$ cat config.mk
export PLATFORM = sky130hd
export DESIGN_NAME = wdw_watchdog
export DESIGN_NICKNAME = d
export VERILOG_FILES = /design/src/verilog/wdw_pkg.sv /design/src/verilog/wdw_watchdog.sv
export VERILOG_INCLUDE_DIRS = /design/src /design/src/verilog
export SDC_FILE = /design/constraint.sdc
export NUM_CORES = 1
export LEC_CHECK = 0
export BUFFER_PORTS_ARGS = -buffer_cell sky130_fd_sc_hd__buf_2
export CAP_MARGIN = 0
export CORE_MARGIN = 4
export CORE_UTILIZATION = 54
export CTS_CLUSTER_DIAMETER = 80
export DETAILED_ROUTE_END_ITERATION = 16
export GPL_TIMING_DRIVEN = 0
export PLACE_DENSITY_LB_ADDON = 0.1
export REMOVE_ABC_BUFFERS = 1
export SYNTH_ARGS = -nofsm -noshare
export SYNTH_HDL_FRONTEND = slang
export SYNTH_SLANG_ARGS = --single-unit
$ cat constraint.sdc
create_clock -name ref_clk -period 2.7 [get_ports ref_clk]
set_clock_uncertainty 0.1 [all_clocks]
set_input_delay 0.675 -clock ref_clk [delete_from_list [all_inputs] [get_ports ref_clk]]
set_output_delay 0.675 -clock ref_clk [all_outputs]
set_load 0.005 [all_outputs]
$ cat src/verilog/wdw_defines.svh
// Constants for the windowed watchdog
`ifndef WDW_DEFINES_SVH
`define WDW_DEFINES_SVH
`define WDW_CNT_W 14
`define WDW_PRE_W 7
`define WDW_INIT_00 14'h03ff
`define WDW_INIT_01 14'h0fff
`define WDW_INIT_10 14'h1fff
`define WDW_INIT_11 14'h3fff
`define WDW_DIV_16 7'h0f
`define WDW_DIV_128 7'h7f
`define WDW_DIV_2 7'h01
`define WDW_REFRESH_FIRST 8'h00
`define WDW_REFRESH_SECOND 8'hff
`endif

$ cat src/verilog/wdw_pkg.sv
// Types for the windowed watchdog
package wdw_pkg;
   typedef enum logic [2:0] {
      WDW_IDLE = 3'b001,
      WDW_RUN = 3'b010,
      WDW_ARMED = 3'b100
   } wdw_state_t;
   typedef struct packed {
      logic [1:0] underflow_period_sel;
      logic [1:0] ack_window_sel;
      logic start_select_option;
   } wdw_option_t;
endpackage

$ cat src/verilog/wdw_watchdog.sv
// Windowed watchdog timer clocked from the CPU clock
`timescale 1ns/10ps
`include "wdw_defines.svh"
module wdw_watchdog #(
   parameter int CNT_W = `WDW_CNT_W
) (
   input wire logic ref_clk,
   input wire logic resetn,
   input wire wdw_pkg::wdw_option_t option_byte,
   input wire logic refresh_wr,
   input wire logic [7:0] refresh_wdata,
   input wire logic start_wr,
   input wire logic prescaler_select,
   input wire logic low_speed_clock_select,
   input wire logic underflow_action_select,
   input wire logic wait_mode,
   input wire logic stop_mode,
   output logic wdt_irq,
   output logic wdt_reset,
   output logic running,
   output logic [CNT_W-1:0] count_value
);
   // =====================================================
   // Decoding
   // =====================================================
   function automatic logic [CNT_W-1:0] init_count(input logic [1:0] sel);
      case (sel)
         2'h0: init_count = `WDW_INIT_00;
         2'h1: init_count = `WDW_INIT_01;
         2'h2: init_count = `WDW_INIT_10;
         default: init_count = `WDW_INIT_11;
      endcase
   endfunction

   wdw_pkg::wdw_state_t state_ff;
   wdw_pkg::wdw_state_t nxt_state;
   logic [CNT_W-1:0] cnt_ff;
   logic [CNT_W-1:0] nxt_cnt;
   logic [`WDW_PRE_W-1:0] pre_ff;
   logic [`WDW_PRE_W-1:0] nxt_pre;
   logic first_seen_ff;
   logic nxt_first_seen;
   logic irq_ff;
   logic rst_ff;
   logic init_pending_ff;
   logic running_ff;

   wire [CNT_W-1:0] reload_val = init_count(option_byte.underflow_period_sel);
   wire [`WDW_PRE_W-1:0] div_top = low_speed_clock_select ? `WDW_DIV_2 :
      (prescaler_select ? `WDW_DIV_128 : `WDW_DIV_16);
   wire is_counting = (state_ff != wdw_pkg::WDW_IDLE);
   wire paused = wait_mode | stop_mode;
   wire advance = is_counting & ~paused;
   wire tick = advance & (pre_ff >= div_top);
   wire underflow = tick & (cnt_ff == {CNT_W{1'b0}});
   // Window thresholds: remaining count at or below fraction of period
   wire [CNT_W-1:0] q1 = {2'b00, reload_val[CNT_W-1:2]};
   wire [CNT_W-1:0] q2 = {1'b0, reload_val[CNT_W-1:1]};
   wire [CNT_W-1:0] win_top = (option_byte.ack_window_sel == 2'h0) ? q1 :
      (option_byte.ack_window_sel == 2'h1) ? q2 :
      (option_byte.ack_window_sel == 2'h2) ? CNT_W'(q1 + q2) : reload_val;
   wire in_window = (cnt_ff <= win_top);
   wire wr_first = refresh_wr & (refresh_wdata == `WDW_REFRESH_FIRST);
   wire wr_second = refresh_wr & (refresh_wdata == `WDW_REFRESH_SECOND);
   wire refresh_seq = wr_second & first_seen_ff;
   wire refresh_ok = refresh_seq & in_window & is_counting;
   wire refresh_bad = refresh_seq & ~in_window & is_counting;
   wire fault = underflow | refresh_bad;

   // =====================================================
   // Next state
   // =====================================================
   always_comb
   begin
      nxt_state = state_ff;
      case (state_ff)
         wdw_pkg::WDW_IDLE:
         begin
            if (start_wr)
            begin
               nxt_state = wdw_pkg::WDW_RUN;
            end
         end
         wdw_pkg::WDW_RUN: nxt_state = wdw_pkg::WDW_RUN;
         wdw_pkg::WDW_ARMED: nxt_state = wdw_pkg::WDW_RUN;
         default: nxt_state = wdw_pkg::WDW_IDLE;
      endcase
   end

   assign nxt_pre = advance ? ((pre_ff >= div_top) ? '0 : `WDW_PRE_W'(pre_ff + 1'b1)) :
      pre_ff;
   assign nxt_cnt = (init_pending_ff | refresh_seq | underflow) ? reload_val :
      (tick ? CNT_W'(cnt_ff - 1'b1) : cnt_ff);
   assign nxt_first_seen = refresh_wr ? wr_first : first_seen_ff;
   wire nxt_running = init_pending_ff ? ~option_byte.start_select_option :
      (nxt_state == wdw_pkg::WDW_RUN);

   // =====================================================
   // Registers
   // =====================================================
   always_ff @(posedge ref_clk or negedge resetn)
   begin
      if (!resetn)
      begin
         state_ff <= wdw_pkg::WDW_ARMED;
         init_pending_ff <= 1'b1;
      end
      else
      begin
         // Strap sampled after release
         if (init_pending_ff)
         begin
            state_ff <= option_byte.start_select_option ? wdw_pkg::WDW_IDLE :
               wdw_pkg::WDW_RUN;
         end
         else
         begin
            state_ff <= nxt_state;
         end
         init_pending_ff <= 1'b0;
      end
   end

   always_ff @(posedge ref_clk or negedge resetn)
   begin
      if (!resetn)
      begin
         cnt_ff <= '0;
         pre_ff <= '0;
         first_seen_ff <= 1'b0;
      end
      else
      begin
         cnt_ff <= nxt_cnt;
         pre_ff <= init_pending_ff ? '0 : nxt_pre;
         first_seen_ff <= nxt_first_seen;
      end
   end

   always_ff @(posedge ref_clk or negedge resetn)
   begin
      if (!resetn)
      begin
         irq_ff <= 1'b0;
         rst_ff <= 1'b0;
      end
      else
      begin
         irq_ff <= fault & ~underflow_action_select;
         rst_ff <= fault & underflow_action_select;
      end
   end

   always_ff @(posedge ref_clk or negedge resetn)
   begin
      if (!resetn)
      begin
         running_ff <= 1'b0;
      end
      else
      begin
         running_ff <= nxt_running;
      end
   end

   assign wdt_irq = irq_ff;
   assign wdt_reset = rst_ff;
   assign running = running_ff;
   assign count_value = cnt_ff;
endmodule

==> results.md, run 1 <==
- Count of different cell masters after synthesis: 46
- Setup repair after global routing missed its margin: false
- Count of cells resized by post-cts repair: 0
- Proportion of synthesized chip area in sequential cells: 0.3852
- Iteration-0 DRC Markers: just over 50
- Die Height: ~67 um
- WHS: 0.2286 ns
- Max incr delay on CP: around 0.38 ns
- Avg WL per Cell: between 10 and 15 um
- Net count, final: between 200 and 300
- Number of buffers inserted to repair setup after CTS: 0
- Synth async-reset ratio: 1.000
- Sum of internal, switching and leakage power: approximately 930 uW
- Final Max Slew Viols: 0
- Global-route wire length before repair: ~6.7 mm
- Clock root buffer: sky130_fd_sc_hd__clkbuf_4
- Buffer and inverter count on the worst path: 1
- Number of diodes: 0
- Power per cell area: about 420 nW/um^2
- Hold Vio Cnt, Final: 0
- Largest delay share family, worst path: simple AND/OR/NAND/NOR gates
- Largest net degree at the start of global routing: 30
- Starting Density: 0.5621
- Hold bufs inserted after CTS: 0
- Critical Path Start Type: input port
- Overall fraction of global-route tracks in use: 0.1984
- Total clock sinks: 29
- Crit path time final: 2.569 ns
- Worst Path Arrival: between 2 and 3 ns
- Result of the run: finished clean
- Primary flip-flop cell chosen by synthesis mapping: sky130_fd_sc_hd__dfrtp_1
- Area added between synthesis and finish: 16.55%
- Yosys Warn Count: 0
- Via count normalized by instance count: about 5.5
- Routed Wire Length: 4.080 mm
- Max Clk Rate: 389.3 MHz
- HPWL after DPL: approximately 3.1 mm
- Count of endpoints failing setup in the final report: 0
- Antenna Nets Post-Route: 0
- Number of CTS-inserted buffers: 5
- CTS tree: built
- Overall overflow remaining after global route: 0
- Via count of the first global-routing pass: roughly 1.5k
- Post-Synthesis Cells: 210
- Vias after detailed routing: about 1.7k
- Max rail drop VDD: between 0.3 and 0.4 mV
- Number of register bits inferred by synthesis: 29
- Cells traversed along the worst timing path: buf_2 -> nand2b_1 -> ha_1 -> nand2_1 -> a211o_1 -> a21boi_4 -> nand3_1 -> or3_1 -> and3_1
- Register-to-register setup slack: 0.32 ns
- Critical Path End Type: flip-flop
- Number of synthesized flops with an enable pin: 0
- Core footprint: between 3000 and 4000 um^2
- DRC errors left: 0
- Area of the mapped netlist: between 1500 and 2000 um^2
- Pleak: 0.9611 nW
- Average cell area after synthesis: between 9 and 10 um^2
- Initial antenna violation count: 0
- Max-slew headroom: 0.5880
- Slew at the pin closest to its max-slew limit: roughly 0.62 ns
- Crit Path Class: in -> reg
- Top-level I/O count: 39
- Share of layout cells above drive strength 1: 0.2471
- Clock-pin slew reported for the worst setup and hold paths after clock tree synthesis: between 0.1 and 0.15 ns
- Slowest cell on the critical path: sky130_fd_sc_hd__or3_1
- Cell Rows: 21
- DIE WIDTH: between 60 and 70 um
- TritonRoute pass-1 iters: 4
- Clock tree buffer depth: 2
- Die ar.: roughly 4500 um^2
- Buffers on Ports: 38
- MaxCap Viol Count: 0
- Min-delay worst type: in -> async
- Clock latency reported for the late side of the worst-skew pair: about 0.34 ns
- Data required time of the critical path: between 2 and 3 ns
- H-Tree Level Count: 2
- Final Cycle Share: 0.9515
- Peak fanout along the critical path: 7
- RD Place Congestion: 0.8649
## Yosys cell counts (2+ instances only)
library cell / number / area share
sky130_fd_sc_hd__and3_1: 3 / 0.0099
sky130_fd_sc_hd__or2_2: 5 / 0.017
sky130_fd_sc_hd__nand2_1: 23 / 0.046
sky130_fd_sc_hd__o211ai_1: 5 / 0.020
sky130_fd_sc_hd__nand2b_1: 3 / 0.0099
sky130_fd_sc_hd__nor2b_1: 2 / 0.0066
sky130_fd_sc_hd__nor2_1: 16 / 0.032
sky130_fd_sc_hd__a21oi_2: 2 / 0.0093
sky130_fd_sc_hd__nand4_1: 4 / 0.013
sky130_fd_sc_hd__o31ai_1: 2 / 0.0079
sky130_fd_sc_hd__inv_1: 5 / 0.0099
sky130_fd_sc_hd__or3_1: 4 / 0.013
sky130_fd_sc_hd__dfstp_2: 2 / 0.028
sky130_fd_sc_hd__dfrtp_1: 27 / 0.36
sky130_fd_sc_hd__nand3_1: 14 / 0.037
sky130_fd_sc_hd__ha_1: 15 / 0.099
sky130_fd_sc_hd__nor4_1: 2 / 0.0066
sky130_fd_sc_hd__o22ai_1: 2 / 0.0066
sky130_fd_sc_hd__nor3_1: 9 / 0.024
sky130_fd_sc_hd__mux2i_1: 2 / 0.011
sky130_fd_sc_hd__a21oi_1: 9 / 0.024
sky130_fd_sc_hd__xor2_1: 6 / 0.028
sky130_fd_sc_hd__nand3b_1: 4 / 0.016
sky130_fd_sc_hd__a21o_1: 3 / 0.012
sky130_fd_sc_hd__o21ai_0: 18 / 0.048
sky130_fd_sc_hd__clkbuf_1: 2 / 0.0040
sky130_fd_sc_hd__and2_1: 2 / 0.0066
## final timing paths
check / startpoint / end / cells past startpoint
setup / recovery: low_speed_clock_select / count_value[12] / 9
hold reg to reg: first_seen_ff / first_seen_ff / 2
setup reg to reg: pre_ff[2] / count_value[12] / 7
hold / removal: resetn / count_value[3] / 1
max in group asynchronous: resetn / state_ff[0] / 1
min in group ref_clk: underflow_action_select / wdt_irq / 2
## registers in the layout, indices dropped and copies added, names as in the netlist
| register | cells |
|---|---|
| running | 1 |
| pre_ff | 7 |
| state_ff | 3 |
| count_value | 14 |
| wdt_reset | 1 |
| wdt_irq | 1 |
| init_pending_ff | 1 |
| first_seen_ff | 1 |
## final cells by class
class	instances	area, um^2
clock buffer	7	65.06
clock inverter	1	5.005
fill	305	1160
inverter	5	18.77
multi-input combinational	173	1124
sequential	29	728.2
tap	46	57.56
timing repair buffer	40	205.2
## cell usage in the layout, fill, tap and decap left out, drive strengths merged, types with 3 or more instances in the layout
cell	n
nor2	17
ha	15
nand4	4
o211ai	5
a21o	3
nand3	14
nor4	3
and3	3
dfrtp	27
inv	5
or2	5
nand2b	3
clkbuf	7
a21oi	11
nor3	9
buf	40
o21ai	18
or3	4
xor2	6
nand3b	4
nand2	23
## worst reg2reg max path: cells and delay by family, from the launching register on
family / cells / cell delay, ns
simple gates: 3 / 0.74
compound gates: 3 / 0.68
flops: 1 / 0.44
fa+ha+maj: 1 / 0.31
## logic make-up after synthesis
kind of cell / Yosys count / synth area share
buf+inv: 9 / 0.02250
simple gates: 97 / 0.2746
other cells: 1 / 0.001984
xor+xnor: 7 / 0.03243
mux: 3 / 0.01655
fa+ha+maj: 15 / 0.09927
flops: 29 / 0.3852
compound gates: 49 / 0.1674
## stage by stage
| step | setup WS, ns | std cells | cell area, um^2 | setup TNS (ns) | util |
|---|---|---|---|---|---|
| floorplan | 0.03761 | 207 | 1871 | 0 | - |
| global placement | -0.3068 | 291 | 2118 | -1.104 | 0.6298 |
| detailed placement | -0.3297 | 291 | 2118 | -1.278 | 0.6298 |
| CTS | 0.02565 | 299 | 2188 | 0 | 0.6507 |
| global route | 0.006879 | 301 | 2203 | 0 | 0.6551 |
| finish | 0.1310 | 301 | 2203 | 0 | 0.6551 |
## power breakdown
group | switching (mW) | internal [mW]
sequential | 0.0203 | 0.454
clock | 0.165 | 0.151
combinational | 0.0757 | 0.0609
## metal layers
| layer | share of wire | vias up | global-route usage |
|---|---|---|---|
| li1 | - | 855 | - |
| met1 | 0.49 | 760 | 0.2735 |
| met2 | 0.44 | 37 | 0.3006 |
| met3 | 0.057 | 9 | 0.04160 |
| met4 | 0.020 | 0 | 0.08608 |
| met5 | 0 | - | 0 |
(Power assumes the default switching activity.)
==> run 2, diff against run 1 <==
==> constraint.sdc (replaced) <==
create_clock -name ref_clk -period 2.7 [get_ports ref_clk]
set_clock_uncertainty 0.1 [all_clocks]
set_input_delay 0.135 -clock ref_clk [delete_from_list [all_inputs] [get_ports ref_clk]]
set_output_delay 0.135 -clock ref_clk [all_outputs]
set_load 0.005 [all_outputs]
==> results.md, run 2 (synthesis results as in run 1) <==
- Area added between synthesis and finish: 18.93%
- Clock-pin slew reported for the worst setup and hold paths after clock tree synthesis: around 0.10 ns
- Max rail drop VDD: 0.3104 mV
- Total clock sinks: 29
- Global-route wire length before repair: approximately 6.8 mm
- Max incr delay on CP: 0.44 ns
- Buffers on Ports: 38
- Antenna Nets Post-Route: 0
- Hold Vio Cnt, Final: 0
- Most frequent cells in the layout: sky130_fd_sc_hd__buf_2, sky130_fd_sc_hd__dfrtp_1, sky130_fd_sc_hd__nand2_1
- Core footprint: between 3000 and 4000 um^2
- Net count, final: ~300
- Number of diodes: 0
- Via count normalized by instance count: between 5 and 6
- Critical register-to-register path endpoint: count_value[12]
- Overall overflow remaining after global route: 0
- TritonRoute pass-1 iters: 4
- Count of endpoints failing setup in the final report: 0
- Routed Wire Length: roughly 4.2 mm
- Via count of the first global-routing pass: 1511
- MaxCap Viol Count: 0
- Max Clk Rate: around 400 MHz
- Crit Path Class: reg -> reg
- Count of cells resized by post-cts repair: 0
- Area after DPL: approximately 2100 um^2
- Max-slew headroom: 0.5825
- Cell Rows: 21
- Max reg flops: 14
- Data required time of the critical path: between 2 and 3 ns
- Register-to-register setup slack: approximately 0.21 ns
- Final setup slack of the worst path: just over 0.2 ns
- End of the worst hold path: state_ff[1]
- Startpoint of the lowest-slack register-to-register path: pre_ff[2]
- Top-level I/O count: 39
- Slew at the pin closest to its max-slew limit: about 0.63 ns
- Critical Path Start Type: flip-flop
- Result of the run: finished clean
- Overall fraction of global-route tracks in use: 0.2030
- CTS tree: built
- Hold bufs inserted after CTS: 6
- Hold Path Depth: 3
- Buffer and inverter count on the worst path: 0
- DIE WIDTH: around 67 um
- Largest delay share family, worst path: simple AND/OR/NAND/NOR gates
- RD Place Congestion: approximately 0.86
- Iteration-0 DRC Markers: 63
- Filler cell count: 300
- HPWL after DPL: between 3 and 4 mm
- Crit path time final: roughly 2.5 ns
- Layout Utilization: 0.6685
- Cells traversed along the worst timing path: ha_1 -> a21oi_1 -> a211o_1 -> a21boi_4 -> nand3_1 -> or3_1 -> and3_1
- Cell depth of the worst flop-to-flop path: 7
- Slowest cell on the critical path: sky130_fd_sc_hd__dfrtp_1
- Hold path start: start_wr
- Final Max Slew Viols: 0
- Most common library cell in the layout ignoring fill and taps: sky130_fd_sc_hd__buf_2
- Number of CTS-inserted buffers: 5
- Die ar.: around 4500 um^2
- H-Tree Level Count: 2
- Peak fanout along the critical path: 14
- Share of layout cells above drive strength 1: 0.2355
- Critical Path End Type: flip-flop
- Clock tree buffer depth: 2
- Pleak: approximately 1 nW
- Final Cycle Share: 0.9234
- Power per cell area: between 400 and 500 nW/um^2
- Setup repair after global routing missed its margin: false
- Number of buffers inserted to repair setup after CTS: 0
- Worst Path Arrival: approximately 2.6 ns
- Initial antenna violation count: 0
- Place WS: roughly 0.21 ns
- Die Height: between 60 and 70 um
- Avg WL per Cell: about 14 um
- Vias after detailed routing: between 1.5k and 2k
- DRC errors left: 0
- Largest net degree at the start of global routing: 30
- Starting Density: 0.5621
- Min-delay worst type: in -> reg
- Setup_tns: 0 ns
- Clock root buffer: sky130_fd_sc_hd__clkbuf_4
- Clock latency reported for the late side of the worst-skew pair: 0.34 ns
- Final design instance area without fill: approximately 2200 um^2
## run 2: cell count changes in the layout (fill, tap and decap cells not counted)
cell                            delta
sky130_fd_sc_hd__dlygate4sd3_1     +6
sky130_fd_sc_hd__buf_4             -2
## run 2: worst min-delay path, delay by kind of cell
family	cells	cell delay (ns)
AO/OA/AOI/OAI	2	0.20
buffers and inverters	1	0.07
## run 2: layer usage
layer | global-route usage | vias up | part of all wire
li1 | - | 865 | -
met1 | 0.2777 | 792 | 0.48
met2 | 0.3129 | 41 | 0.45
met3 | 0.03993 | 9 | 0.053
met4 | 0.08608 | 0 | 0.020
met5 | 0 | - | 0
## run 2: layout make-up
type,instances,area (um^2),share of cell area
Sequential cell,29,728.2,0.3239
Clock inverter,1,5.005,0.002226
Timing Repair Buffer,44,250.2,0.1113
Multi-Input combinational cell,173,1124,0.4997
Clock buffer,7,65.06,0.02894
Inverter,5,18.77,0.008347
Tap cell,46,57.56,0.02560
## run 2: power breakdown
part	leakage (nW)	switching, mW	total, mW	internal (mW)
combinational	0.607	0.0768	0.142	0.0653
sequential	0.330	0.0204	0.474	0.454
clock	0.0413	0.165	0.316	0.151
total	0.978	0.262	0.932	0.670
## run 2: stage by stage
stage,power [mW],instances,hold slack [ns]
5_1_grt,0.9823,305,0.03257
2_1_floorplan,0.5571,207,-0.2606
6_report,0.9319,305,0.01906
3_3_place_gp,0.6164,291,0.08609
4_1_cts,0.9409,305,0.01232
3_5_place_dp,0.6189,291,0.09996
## run 2: worst max-delay path by stage
stage                                       from              end  slack (ns)  cells past startpoint
after floorplan                        pre_ff[2]  count_value[12]        0.46                      7
after global placement    low_speed_clock_select  count_value[12]        0.23                      9
after detailed placement  low_speed_clock_select  count_value[12]        0.21                      9
after CTS                              pre_ff[2]  count_value[12]        0.21                      7
after global routing                   pre_ff[2]  count_value[10]        0.03                      7
final                                  pre_ff[2]  count_value[12]        0.21                      7
==> run 3, diff against run 2 <==
MAX_ROUTING_LAYER = met4   (was unset)
==> results.md, run 3 (synthesis results as in run 1) <==
- Result of the run: finished clean
- Part of the total power dissipated in combinational logic: 0.153
- Slew at the pin closest to its max-slew limit: about 0.63 ns
- Clock root buffer: sky130_fd_sc_hd__clkbuf_4
- DIE WIDTH: roughly 67 um
- Max rail drop VDD: 0.3104 mV
- H-Tree Level Count: 2
- Data required time of the critical path: ~2.8 ns
- Slowest cell on the critical path: sky130_fd_sc_hd__dfrtp_1
- Most frequent cells in the layout: sky130_fd_sc_hd__buf_2, sky130_fd_sc_hd__dfrtp_1, sky130_fd_sc_hd__nand2_1
- Worst Path Arrival: ~2.6 ns
- Top-level I/O count: 39
- Clock latency reported for the late side of the worst-skew pair: 0.34 ns
- Internal power: roughly 670 uW
- Clock tree buffer depth: 2
- Overall fraction of global-route tracks in use: 0.2088
- Switching Power: 262.1 uW
- Initial antenna violation count: 0
- Cells traversed along the worst timing path: ha_1 -> a21oi_1 -> a211o_1 -> a21boi_4 -> nand3_1 -> or3_1 -> and3_1
- Flip-flop and latch area: about 730 um^2
- MaxCap Viol Count: 0
- Crit path time final: around 2.5 ns
- Final Max Slew Viols: 0
- Reg power frac: 0.509
- Hold Vio Cnt, Final: 0
- TritonRoute pass-1 iters: 4
- Critical Path End Type: flip-flop
- Number of diodes: 0
- Setup_tns: 0 ns
- Max reg flops: 14
- Iteration-0 DRC Markers: 60
- HPWL after DPL: 3.073 mm
- Number of buffers inserted to repair setup after CTS: 0
- Multi-input logic area: between 1000 and 1500 um^2
- Via count normalized by instance count: between 5 and 6
- Net count, final: roughly 300
- Largest net degree at the start of global routing: 30
- Via count of the first global-routing pass: about 1.5k
- Total clock sinks: 29
- Crit Path Class: reg -> reg
- Global-route wire length before repair: slightly below 7 mm
- Count of cells resized by post-cts repair: 0
- Routed Wire Length: about 4.2 mm
- Die ar.: approximately 4500 um^2
- Clock-pin slew reported for the worst setup and hold paths after clock tree synthesis: 0.10 ns
- Core footprint: between 3000 and 4000 um^2
- Sum of internal, switching and leakage power: ~930 uW
- Max-slew headroom: 0.5825
- Die Height: between 60 and 70 um
- Share of layout cells above drive strength 1: 0.2355
- Clock power frac: 0.339
- Final Cycle Share: 0.9233
- Count of endpoints failing setup in the final report: 0
- Buffers on Ports: 38
- Cell Rows: 21
- CTS tree: built
- Most common library cell in the layout ignoring fill and taps: sky130_fd_sc_hd__buf_2
- Max incr delay on CP: about 0.44 ns
- Min-delay worst type: in -> reg
- Number of CTS-inserted buffers: 5
- Antenna Nets Post-Route: 0
- Filler cell count: 300
- Vias after detailed routing: about 1.7k
- Critical Path Start Type: flip-flop
- RD Place Congestion: between 0.8 and 0.9
- Overall overflow remaining after global route: 0
- Switching Share: 0.2813
- Avg WL per Cell: about 14 um
- DRC errors left: 0
- Starting Density: 0.5621
- Area added between synthesis and finish: 18.93%
- Pleak: just under 1 nW
- Setup repair after global routing missed its margin: false
- Peak fanout along the critical path: 14
- Max Clk Rate: around 400 MHz
- Power per cell area: just over 400 nW/um^2
## run 3: what timing repair did
action | 4_1_cts | 5_1_grt
endpoints found under the hold margin | 34 | 0
endpoints found under the setup margin | 0 | 0
hold buffers | 6 | 0
## run 3: final timing paths
kind                            from              end  slack, ns  cells past startpoint
max                        pre_ff[2]  count_value[12]       0.21                      7
min                         start_wr      state_ff[1]       0.02                      3
max reg2reg                pre_ff[2]  count_value[12]       0.21                      7
min reg2reg                pre_ff[4]        pre_ff[4]       0.45                      1
max in group asynchronous     resetn      state_ff[1]       1.84                      2
min in group asynchronous     resetn   count_value[3]       0.23                      2
## run 3: power groups by stage
| stage | registers (mW) | logic, mW | clock network [mW] |
|---|---|---|---|
| finish | 0.474 | 0.142 | 0.316 |
| global route | 0.476 | 0.164 | 0.342 |
| CTS | 0.473 | 0.143 | 0.324 |
| detailed placement | 0.482 | 0.137 | 0 |
| global placement | 0.482 | 0.135 | 0 |
| floorplan | 0.478 | 0.0788 | 0 |
## run 3: worst max-delay path, delay by kind of cell (launching register included)
kind / cells / cell delay (ns)
AOI/OAI and AO/OA: 3 / 0.76
and+or+nand+nor: 3 / 0.77
DFF: 1 / 0.44
adders and majority gates: 1 / 0.31
## run 3: layer usage
layer / up-vias / global-route usage / wire, um
met3: 9 / 0.03993 / 221
met5: - / - / 0
met1: 792 / 0.2777 / 1998
li1: 865 / - / -
met2: 41 / 0.3129 / 1848
met4: 0 / 0.08608 / 84
## run 3: area by class of cell
type                       instances  share of cell area
clock buffer                       7             0.02894
clock inverter                     1            0.002226
inverter                           5            0.008347
multi-input combinational        173              0.4997
sequential                        29              0.3239
tap                               46             0.02560
timing repair buffer              44              0.1113
## run 3: through the flow
stage / instances / setup slack (ns) / instance area (um^2) / hold WS [ns] / utilization
3_5_place_dp: 291 / 0.2103 / 2118 / 0.09996 / 0.6298
4_1_cts: 305 / 0.2104 / 2248 / 0.01232 / 0.6685
2_1_floorplan: 207 / 0.4615 / 1871 / -0.2606 / -
5_1_grt: 305 / 0.02871 / 2248 / 0.03258 / 0.6685
3_3_place_gp: 291 / 0.2332 / 2118 / 0.08609 / 0.6298
6_report: 305 / 0.2070 / 2248 / 0.01957 / 0.6685
